`config.mk`:
```
export PLATFORM = sky130hd
export DESIGN_NAME = lpdcd_decoder
export DESIGN_NICKNAME = d
export VERILOG_FILES = /design/src/rtl/lpdcd_pkg.sv /design/src/rtl/lpdcd_cmd_if.sv /design/src/rtl/lpdcd_sampler.sv /design/src/rtl/lpdcd_decoder.sv
export VERILOG_INCLUDE_DIRS = /design/src /design/src/rtl
export SDC_FILE = /design/constraint.sdc
export NUM_CORES = 1
export LEC_CHECK = 0
export BUFFER_PORTS_ARGS = -buffer_cell sky130_fd_sc_hd__buf_4
export CAP_MARGIN = 15
export CORE_UTILIZATION = 48
export DETAILED_ROUTE_END_ITERATION = 10
export PLACE_DENSITY = 0.69
export SETUP_SLACK_MARGIN = 0.02
export SKIP_CTS_REPAIR_TIMING = 1
export SYNTH_ARGS = -nofsm -noshare
export SYNTH_HDL_FRONTEND = slang
export SYNTH_SLANG_ARGS = --single-unit
```
`constraint.sdc`:
```
create_clock -name clk -period 3.3 [get_ports clk]
set_clock_uncertainty 0.15 [all_clocks]
set_input_delay 0.495 -clock clk [delete_from_list [all_inputs] [get_ports clk]]
set_output_delay 0.495 -clock clk [all_outputs]
set_load 0.01 [all_outputs]
```
`src/rtl/lpdcd_defines.svh`:
```
// Contract
// - deselect or no-op: nothing new taken, running operations continue, both identical.
// - cs,ras low, cas,we high: activate bank/row.
// - cs,cas low, ras,we high: read burst, bank and start column.
// - cs,cas,we low, ras high: write burst, bank and start column.
// - cs,we low, ras,cas high: burst terminate if cke high, else deep power-down.
// - cs,ras,cas low, we high: auto refresh if cke high, else self refresh.
// - precharge: a10 high all banks, else only the selected bank.
// - read/write with a10 high auto-precharges the row at burst end.
// - mode load: bank lines pick standard, extended or status register; address is op-code.
// - write byte with mask low is written; mask high leaves it unchanged.
// - burst terminate cuts most recent read, any bank, row stays open; code cuts only a read without auto precharge.
// - auto refresh uses internal row counter; address ignored; one command each.
// - in self refresh all inputs but cke ignored; cke held low throughout.
// - deep power-down removes array power; all data lost.
// - inputs sampled on rising edge of true clock where complement falls.
// - burst length programmable 2, 4, 8 or 16 from start column.
`ifndef LPDCD_DEFINES_SVH
`define LPDCD_DEFINES_SVH
`define LPDCD_A10           10
`define LPDCD_MRS_STD       2'h0
`define LPDCD_MRS_EXT       2'h2
`define LPDCD_MRS_STAT      2'h1
`define LPDCD_BL_FIELD_LSB  0
`define LPDCD_BL_RESET      3'h1
`define LPDCD_CLK_NS        50
`define LPDCD_TRP_NS        15
`define LPDCD_REFRESH_CYCLE_TIME_NS       72
`define LPDCD_MODE_LOAD_DELAY_NS       10
`define LPDCD_TRP_CYC       ((`LPDCD_TRP_NS + `LPDCD_CLK_NS - 1) / `LPDCD_CLK_NS)
`define LPDCD_REFRESH_CYCLE_TIME_CYC      ((`LPDCD_REFRESH_CYCLE_TIME_NS + `LPDCD_CLK_NS - 1) / `LPDCD_CLK_NS)
`define LPDCD_MODE_LOAD_DELAY_CYC      ((`LPDCD_MODE_LOAD_DELAY_NS + `LPDCD_CLK_NS - 1) / `LPDCD_CLK_NS)
`endif

```
`src/rtl/lpdcd_pkg.sv`:
```
package lpdcd_pkg;
	typedef enum logic [3:0] {
		LPDCD_C_NONE  = 4'h0,
		LPDCD_C_ACT   = 4'h1,
		LPDCD_C_RD    = 4'h2,
		LPDCD_C_WR    = 4'h3,
		LPDCD_C_BST   = 4'h4,
		LPDCD_C_DPD   = 4'h5,
		LPDCD_C_PRE   = 4'h6,
		LPDCD_C_AREF  = 4'h7,
		LPDCD_C_SREF  = 4'h8,
		LPDCD_C_MRS   = 4'h9,
		LPDCD_C_BAD   = 4'ha
	} lpdcd_cmd_e;
	typedef enum logic [2:0] {
		LPDCD_B_IDLE  = 3'h0,
		LPDCD_B_ACT   = 3'h1,
		LPDCD_B_RD    = 3'h2,
		LPDCD_B_WR    = 3'h3,
		LPDCD_B_AP    = 3'h4,
		LPDCD_B_PRE   = 3'h5
	} lpdcd_bank_e;
	typedef enum logic [1:0] {
		LPDCD_M_RUN   = 2'h0,
		LPDCD_M_SREF  = 2'h1,
		LPDCD_M_DPD   = 2'h2
	} lpdcd_mode_e;
endpackage : lpdcd_pkg

```
`src/rtl/lpdcd_cmd_if.sv`:
```
`timescale 1ns/10ps
// decoded command passed from the sampler to the bank tracker
interface lpdcd_cmd_if #(parameter int AW = 13);
	import lpdcd_pkg::*;
	logic            valid;
	lpdcd_cmd_e      cmd;
	logic [1:0]      bank;
	logic [AW-1:0]   addr;
	logic            cke;
	modport src (output valid, output cmd, output bank, output addr, output cke);
	modport dst (input valid, input cmd, input bank, input addr, input cke);
endinterface : lpdcd_cmd_if

```
`src/rtl/lpdcd_sampler.sv`:
```
`timescale 1ns/10ps
`include "lpdcd_defines.svh"
// synchronises the pins, finds the rising link clock edge, decodes the command
module lpdcd_sampler import lpdcd_pkg::*; #(
	parameter int AW = 13
) (
	input  wire logic          clk,
	input  wire logic          sys_rst,
	input  wire logic          diff_clock_true,
	input  wire logic          diff_clock_comp,
	input  wire logic          cs_n,
	input  wire logic          ras_n,
	input  wire logic          cas_n,
	input  wire logic          we_n,
	input  wire logic          cke,
	input  wire logic          bank_select_0,
	input  wire logic          bank_select_1,
	input  wire logic [AW-1:0] addr,
	lpdcd_cmd_if.src           cmd_o
);
	localparam int W = AW + 9;
	logic [W-1:0] s1_q, s1_d, s2_q, s2_d;
	logic         ck_prev_q, ck_prev_d;
	logic         rise;
	lpdcd_cmd_e   dec;

	// two-stage synchroniser; only stage two is looked at
	always_comb begin
		s1_d = {diff_clock_true, diff_clock_comp, cs_n, ras_n, cas_n, we_n, cke,
			bank_select_1, bank_select_0, addr};
		s2_d = s1_q;
		ck_prev_d = s2_q[W-1];
	end

	always_ff @(posedge clk) begin
		if (sys_rst) begin
			s1_q      <= '0;
			s2_q      <= '0;
			ck_prev_q <= 1'b0;
		end else begin
			s1_q      <= s1_d;
			s2_q      <= s2_d;
			ck_prev_q <= ck_prev_d;
		end
	end

	// true rises while complement is low: the positive crossing
	assign rise = s2_q[W-1] & ~ck_prev_q & ~s2_q[W-2];

	// command decode from cs/ras/cas/we and cke
	always_comb begin
		unique case (s2_q[W-3:W-6])
			4'hf, 4'he, 4'hd, 4'hc,
			4'hb, 4'ha, 4'h9, 4'h8: dec = LPDCD_C_NONE;
			4'h7: dec = LPDCD_C_NONE;
			4'h3: dec = LPDCD_C_ACT;
			4'h5: dec = LPDCD_C_RD;
			4'h4: dec = LPDCD_C_WR;
			4'h6: dec = s2_q[W-7] ? LPDCD_C_BST : LPDCD_C_DPD;
			4'h2: dec = LPDCD_C_PRE;
			4'h1: dec = s2_q[W-7] ? LPDCD_C_AREF : LPDCD_C_SREF;
			4'h0: dec = LPDCD_C_MRS;
		endcase
		// every other command needs cke high
		if (!s2_q[W-7] && dec != LPDCD_C_NONE && dec != LPDCD_C_DPD && dec != LPDCD_C_SREF)
			dec = LPDCD_C_BAD;
	end

	assign cmd_o.valid = rise;
	assign cmd_o.cmd   = dec;
	assign cmd_o.bank  = s2_q[AW+1:AW];
	assign cmd_o.addr  = s2_q[AW-1:0];
	assign cmd_o.cke   = s2_q[W-7];
endmodule : lpdcd_sampler

```
`src/rtl/lpdcd_decoder.sv`:
```
`timescale 1ns/10ps
`include "lpdcd_defines.svh"
// bank state tracker and command interpreter of the memory device
module lpdcd_decoder import lpdcd_pkg::*; #(
	parameter int AW   = 13,
	parameter int RW   = 13,
	parameter int CW   = 10,
	parameter int NB   = 4
) (
	input  wire logic          clk,
	input  wire logic          sys_rst,
	input  wire logic          diff_clock_true,
	input  wire logic          diff_clock_comp,
	input  wire logic          cs_n,
	input  wire logic          ras_n,
	input  wire logic          cas_n,
	input  wire logic          we_n,
	input  wire logic          cke,
	input  wire logic          bank_select_0,
	input  wire logic          bank_select_1,
	input  wire logic [AW-1:0] addr,
	input  wire logic [1:0]    write_byte_mask,
	output logic [NB-1:0]      bank_open,
	output logic [NB*RW-1:0]   open_row,
	output logic               burst_active,
	output logic               burst_is_write,
	output logic [1:0]         burst_bank,
	output logic [CW-1:0]      burst_col,
	output logic               burst_step,
	output logic [1:0]         byte_write_en,
	output logic               array_powered,
	output logic               self_refresh,
	output logic               refresh_pulse,
	output logic [RW-1:0]      refresh_row,
	output logic               mode_load_pulse,
	output logic [1:0]         mode_load_sel,
	output logic [AW-1:0]      mode_load_data,
	output logic [2:0]         burst_len_code,
	output logic               illegal_cmd
);
	lpdcd_cmd_if #(.AW(AW)) cif ();

	lpdcd_sampler #(.AW(AW)) u_samp (
		.clk             (clk),
		.sys_rst         (sys_rst),
		.diff_clock_true (diff_clock_true),
		.diff_clock_comp (diff_clock_comp),
		.cs_n            (cs_n),
		.ras_n           (ras_n),
		.cas_n           (cas_n),
		.we_n            (we_n),
		.cke             (cke),
		.bank_select_0   (bank_select_0),
		.bank_select_1   (bank_select_1),
		.addr            (addr),
		.cmd_o           (cif.src)
	);

	localparam logic [3:0] PRECHARGE_PERIOD  = 4'(`LPDCD_TRP_CYC);
	localparam logic [3:0] REFRESH_CYCLE_TIME = 4'(`LPDCD_REFRESH_CYCLE_TIME_CYC);
	localparam logic [3:0] MODE_LOAD_DELAY = 4'(`LPDCD_MODE_LOAD_DELAY_CYC);

	lpdcd_bank_e          bst_q [NB], bst_d [NB];
	logic [3:0]           btim_q [NB], btim_d [NB];
	logic [RW-1:0]        row_q [NB], row_d [NB];
	logic [3:0]           gtim_q, gtim_d;
	lpdcd_mode_e          mode_q, mode_d;
	logic                 ba_q, ba_d, bw_q, bw_d;
	logic [1:0]           bb_q, bb_d;
	logic [CW-1:0]        bc_q, bc_d;
	logic [4:0]           left_q, left_d;
	logic                 step_q, step_d;
	logic [1:0]           bwe_q, bwe_d;
	logic [RW-1:0]        rrow_q, rrow_d;
	logic                 rp_q, rp_d, mp_q, mp_d, ill_q, ill_d;
	logic [1:0]           msel_q, msel_d;
	logic [AW-1:0]        mdat_q, mdat_d;
	logic [2:0]           bl_q, bl_d;
	logic                 all_idle;
	logic [1:0]           b;
	logic                 ap;

	// burst length code 1..4 gives 2,4,8,16 locations
	function automatic logic [4:0] bl_len(input logic [2:0] code);
		unique case (code)
			3'h1: bl_len = 5'h02;
			3'h2: bl_len = 5'h04;
			3'h3: bl_len = 5'h08;
			default: bl_len = 5'h10;
		endcase
	endfunction : bl_len

	always_comb begin
		all_idle = (gtim_q == 4'h0);
		for (int i = 0; i < NB; i++)
			if (bst_q[i] != LPDCD_B_IDLE)
				all_idle = 1'b0;
	end

	assign b  = cif.bank;
	assign ap = cif.addr[`LPDCD_A10];

	// command interpretation and bank state updates
	always_comb begin
		bst_d = bst_q;
		btim_d = btim_q;
		row_d = row_q;
		gtim_d = (gtim_q != 4'h0) ? gtim_q - 4'h1 : gtim_q;
		mode_d = mode_q;
		ba_d = ba_q;
		bw_d = bw_q;
		bb_d = bb_q;
		bc_d = bc_q;
		left_d = left_q;
		step_d = 1'b0;
		bwe_d = 2'h0;
		rrow_d = rrow_q;
		rp_d = 1'b0;
		mp_d = 1'b0;
		ill_d = 1'b0;
		msel_d = msel_q;
		mdat_d = mdat_q;
		bl_d = bl_q;
		// precharge timers; idle only after the period
		for (int i = 0; i < NB; i++) begin
			if (btim_q[i] != 4'h0)
				btim_d[i] = btim_q[i] - 4'h1;
			else if (bst_q[i] == LPDCD_B_PRE)
				bst_d[i] = LPDCD_B_IDLE;
		end
		if (cif.valid && ba_q) begin
			// one location per link edge; end closes auto precharge rows
			step_d = 1'b1;
			bc_d = bc_q + CW'(1);
			if (bw_q)
				bwe_d = ~write_byte_mask;
			left_d = left_q - 5'h1;
			if (left_q == 5'h1) begin
				ba_d = 1'b0;
				if (bst_q[bb_q] == LPDCD_B_AP) begin
					bst_d[bb_q] = LPDCD_B_PRE;
					btim_d[bb_q] = PRECHARGE_PERIOD;
				end else if (bst_q[bb_q] != LPDCD_B_IDLE)
					bst_d[bb_q] = LPDCD_B_ACT;
			end
		end
		if (mode_q == LPDCD_M_SREF) begin
			// only cke is watched while self refreshing
			if (cif.cke)
				mode_d = LPDCD_M_RUN;
		end else if (mode_q == LPDCD_M_DPD) begin
			if (cif.cke)
				mode_d = LPDCD_M_RUN;
		end else if (cif.valid && cif.cmd != LPDCD_C_NONE) begin
			// refresh or mode load in progress forbids any command
			if (gtim_q != 4'h0)
				ill_d = 1'b1;
			else unique case (cif.cmd)
				LPDCD_C_ACT: begin
					if (bst_q[b] != LPDCD_B_IDLE)
						ill_d = 1'b1;
					else begin
						bst_d[b] = LPDCD_B_ACT;
						row_d[b] = cif.addr[RW-1:0];
					end
				end
				LPDCD_C_RD, LPDCD_C_WR: begin
					if (bst_q[b] == LPDCD_B_IDLE || bst_q[b] == LPDCD_B_PRE ||
						bst_q[b] == LPDCD_B_AP)
						ill_d = 1'b1;
					else begin
						if (ba_q && bst_q[bb_q] != LPDCD_B_AP && bb_q != b)
							bst_d[bb_q] = LPDCD_B_ACT;
						bst_d[b] = ap ? LPDCD_B_AP :
							((cif.cmd == LPDCD_C_RD) ? LPDCD_B_RD : LPDCD_B_WR);
						ba_d = 1'b1;
						bw_d = (cif.cmd == LPDCD_C_WR);
						bb_d = b;
						bc_d = cif.addr[CW-1:0];
						left_d = bl_len(bl_q);
					end
				end
				LPDCD_C_BST: begin
					// only a running read without auto precharge may be cut
					if (!ba_q || bw_q || bst_q[bb_q] != LPDCD_B_RD)
						ill_d = 1'b1;
					else begin
						ba_d = 1'b0;
						bst_d[bb_q] = LPDCD_B_ACT;
					end
				end
				LPDCD_C_PRE: begin
					for (int i = 0; i < NB; i++)
						if (ap || i == int'(b)) begin
							if (bst_q[i] != LPDCD_B_IDLE && bst_q[i] != LPDCD_B_PRE) begin
								bst_d[i] = LPDCD_B_PRE;
								btim_d[i] = PRECHARGE_PERIOD;
								if (ba_q && bb_q == 2'(i))
									ba_d = 1'b0;
							end
						end
				end
				LPDCD_C_AREF, LPDCD_C_SREF: begin
					if (!all_idle || ba_q)
						ill_d = 1'b1;
					else begin
						rp_d = 1'b1;
						rrow_d = rrow_q + RW'(1);
						if (cif.cmd == LPDCD_C_AREF)
							gtim_d = REFRESH_CYCLE_TIME;
						else
							mode_d = LPDCD_M_SREF;
					end
				end
				LPDCD_C_MRS: begin
					if (!all_idle || ba_q || cif.bank == 2'h3)
						ill_d = 1'b1;
					else begin
						mp_d = 1'b1;
						msel_d = cif.bank;
						mdat_d = cif.addr;
						gtim_d = MODE_LOAD_DELAY;
						if (cif.bank == `LPDCD_MRS_STD)
							bl_d = cif.addr[`LPDCD_BL_FIELD_LSB +: 3];
					end
				end
				LPDCD_C_DPD: begin
					// array power gone: all banks and bursts are dropped
					mode_d = LPDCD_M_DPD;
					ba_d = 1'b0;
					for (int i = 0; i < NB; i++) begin
						bst_d[i] = LPDCD_B_IDLE;
						btim_d[i] = 4'h0;
					end
				end
				default: ill_d = 1'b1;
			endcase
		end
	end

	always_ff @(posedge clk) begin
		if (sys_rst) begin
			for (int i = 0; i < NB; i++) begin
				bst_q[i]  <= LPDCD_B_IDLE;
				btim_q[i] <= 4'h0;
				row_q[i]  <= '0;
			end
			gtim_q <= 4'h0;
			mode_q <= LPDCD_M_RUN;
			ba_q   <= 1'b0;
			bw_q   <= 1'b0;
			bb_q   <= 2'h0;
			bc_q   <= '0;
			left_q <= 5'h0;
			step_q <= 1'b0;
			bwe_q  <= 2'h0;
			rrow_q <= '0;
			rp_q   <= 1'b0;
			mp_q   <= 1'b0;
			ill_q  <= 1'b0;
			msel_q <= 2'h0;
			mdat_q <= '0;
			bl_q   <= `LPDCD_BL_RESET;
		end else begin
			bst_q  <= bst_d;
			btim_q <= btim_d;
			row_q  <= row_d;
			gtim_q <= gtim_d;
			mode_q <= mode_d;
			ba_q   <= ba_d;
			bw_q   <= bw_d;
			bb_q   <= bb_d;
			bc_q   <= bc_d;
			left_q <= left_d;
			step_q <= step_d;
			bwe_q  <= bwe_d;
			rrow_q <= rrow_d;
			rp_q   <= rp_d;
			mp_q   <= mp_d;
			ill_q  <= ill_d;
			msel_q <= msel_d;
			mdat_q <= mdat_d;
			bl_q   <= bl_d;
		end
	end

	// status outputs
	always_comb begin
		for (int i = 0; i < NB; i++) begin
			bank_open[i] = (bst_q[i] == LPDCD_B_ACT) || (bst_q[i] == LPDCD_B_RD) ||
				(bst_q[i] == LPDCD_B_WR) || (bst_q[i] == LPDCD_B_AP);
			open_row[i*RW +: RW] = row_q[i];
		end
	end
	assign burst_active    = ba_q;
	assign burst_is_write  = bw_q;
	assign burst_bank      = bb_q;
	assign burst_col       = bc_q;
	assign burst_step      = step_q;
	assign byte_write_en   = bwe_q;
	assign array_powered   = (mode_q != LPDCD_M_DPD);
	assign self_refresh    = (mode_q == LPDCD_M_SREF);
	assign refresh_pulse   = rp_q;
	assign refresh_row     = rrow_q;
	assign mode_load_pulse = mp_q;
	assign mode_load_sel   = msel_q;
	assign mode_load_data  = mdat_q;
	assign burst_len_code  = bl_q;
	assign illegal_cmd     = ill_q;
endmodule : lpdcd_decoder

```
==> impl_metrics.toml <==
[synthesis]
synth_edf_count = 0
synth_seq_area_share = 0.425
synth_cells = 1031
async_reset_ff_frac = 0
ys_seq_elements = 187
synth_cell_types = 87
syn_area_mm2 = 0.00880
yosys_warnings = 0
avgSynthCellArea_um2 = 8.54
syn_nets = 1068
synth_top_flop_cell = "dfxtp_1"

[pwr]
combPwrFrac = 0.162
irDropWorstVdd_mv = 0.381
seqPwrFrac = 0.457
p_leak_nw = 3.95
switchingPower_mw = 1.63
p_sw_frac = 0.299
power_density_mw_per_mm2 = 513
internal_power_mw = 3.83
clkPwrFrac = 0.382

[floorplan]
dieArea_mm2 = 0.0189
die_w_um = 137
rows = 49
start_util = 0.490
core_area_mm2 = 0.0180
ioPinCount = 135
die_h_um = 137

[place]
detailed_place.area_mm2 = 0.0100
gp_congestion = 0.983
post-place-cells = 1366
post-dp-hpwl_mm = 17.3
port_buffers = 134
pre_cts_slack_ps = 292

[cts]
root_buffer = "clkbuf_16"
cts_htree_levels = 4
cts_max_path_buffers = 2
clock_latency_ps = 440
cts_tree = "built"
cts.sinks = 187
clkTransAtPathRegs_ps = 80
cts_buffers = 17

[worst_setup_path]
end_kind = "register"
crit_required_ps = 3430
crit_family = "simple AND/OR/NAND/NOR gates"
critical_path_class = "register to register"
cp.arrival_ps = 3170
max_stage_delay_ps = 610
path_buf_inv = 1
critPathSlowestCell = "dfxtp_1"
crit_path_start_kind = "register"
crit_chain = "mux4_2 -> or3_1 -> buf_4 -> a221o_1 -> nor4_1 -> nor4_1"
crit_top_cell = "nor4_1"
critPathMaxFanout = 13

[sta]
worst_pin_slew_ps = 817
relSlewSlack = 0.455
whs_ps = 56.8
hold_viol_final = 0
slew_violations = 0
setup_tns_ps = 0
finalCritPeriodShare = 0.921
setup_slack_ps = 262
period_needed_ps = 3040
fmax_mhz = 329
finalSetupViolations = 0
rsz0062_at_grt = "no"

[layout]
layout.cells.most_common = "dfxtp_1"
diodes = 0
area_delta_synth_final_pct = 20.9
nNetsFinal = 1193
design_area_mm2 = 0.0106
layout_common_cells = "dfxtp_1, buf_4, nand2_1, a21oi_1, nor2_1"
drive_above_1_share = 0.220
final_cells = 1398

[drt]
drtIter0Drc = 606
avgViaCountPerCell = 5.75
met3_length_mm = 1.78
routed-via-count = 8040
wl_mm = 24.6
top_layer = "met4"
met1Wirelength_mm = 11.2
wl_per_cell_um = 17.6
first_pass_iters = 5
route.detailed.drc = 0
dr_wl_met2_mm = 11.0
ant_nets = 0

[grt]
grt_max_degree = 74
grt_pass1_wl_mm = 38.3
grt_pass1_vias = 7271
antenna_found_initial = 0
gr-total-overflow = 0
track_usage = 0.261

[run_status]
status = "finished clean"

[min_path]
min_path_type = "primary input to register"

[flow_run]
maxCapViolations = 0
[cells by family after synthesis]
group           synth area share
compound gates             0.167
xor+xnor                  0.0388
fa+ha+maj                 0.0156
buf+inv                   0.0528
flops                      0.425
mux                       0.0227
simple gates               0.277
[per-stage QoR]
stage          utilization  total power [mW]
2_1_floorplan            -              3.23
3_3_place_gp         0.558              3.39
3_5_place_dp         0.558              3.42
4_1_cts              0.592              5.49
5_1_grt              0.592              5.71
6_report             0.592              5.46
[synthesized netlist by cell type, types with 5 or more instances]
cell	count	share of area
a211o_1	5	0.0050
a211oi_1	16	0.014
a21o_1	5	0.0043
a21oi_1	113	0.064
a31oi_1	5	0.0036
and3_1	6	0.0043
buf_2	9	0.0051
buf_4	5	0.0043
clkbuf_1	42	0.018
clkbuf_8	7	0.011
dfxtp_1	187	0.43
ha_1	11	0.016
inv_1	18	0.0077
mux4_2	7	0.018
nand2_1	148	0.063
nand2b_1	14	0.010
nand3_1	60	0.034
nand3b_1	8	0.0068
nand4_1	6	0.0043
nor2_1	75	0.032
nor2b_1	52	0.037
nor3_1	20	0.011
nor4_1	9	0.0064
nor4b_1	6	0.0060
o211ai_1	6	0.0051
o21ai_0	29	0.016
o22ai_1	9	0.0064
or2_2	6	0.0043
or3_1	9	0.0064
or3b_2	5	0.0050
xnor2_1	16	0.016
xor2_1	23	0.023
[flip-flops by register name, summed over array words and instances, names as in the netlist, 2 cells and up]
register	flops
u_samp.s1_q	22
burst_bank	2
gtim_q	4
open_row	52
mode_load_sel	2
burst_len_code	3
byte_write_en	2
mode_load_data	13
mode_q	2
u_samp.s2_q	22
btim_q	16
refresh_row	13
burst_col	10
bst_q	12
left_q	5
[per-layer routing]
layer / track usage / vias up
met5: 0 / -
met4: 0.0983 / 0
met3: 0.0592 / 57
met2: 0.391 / 323
met1: 0.363 / 3782
li1: - / 3878
[final timing paths]
path	startpoint	endpoint	slack (ps)	cells past startpoint
hold reg to reg	u_samp.s1_q[5]	u_samp.s2_q[5]	290	1
setup reg to reg	u_samp.s2_q[13]	illegal_cmd	260	6
hold / removal	write_byte_mask[0]	byte_write_en[0]	60	2
setup / recovery	u_samp.s2_q[13]	illegal_cmd	260	6
[area by class of cell]
cell class	count	area, µm²
Fill cell	1611	7320
Clock inverter	15	193
Multi-Input combinational cell	756	4600
Inverter	18	67.6
Timing Repair Buffer	176	1320
Tap cell	229	287
Clock buffer	17	425
Sequential cell	187	3740
[power groups by stage]
stage / clock network [mW] / registers, mW / logic (mW)
after global placement: 0 / 2.54 / 0.853
after CTS: 2.12 / 2.49 / 0.883
after detailed placement: 0 / 2.54 / 0.879
after floorplan: 0 / 2.51 / 0.724
after global routing: 2.21 / 2.51 / 0.991
final: 2.08 / 2.49 / 0.882
Power figures use the tool's default switching activity.
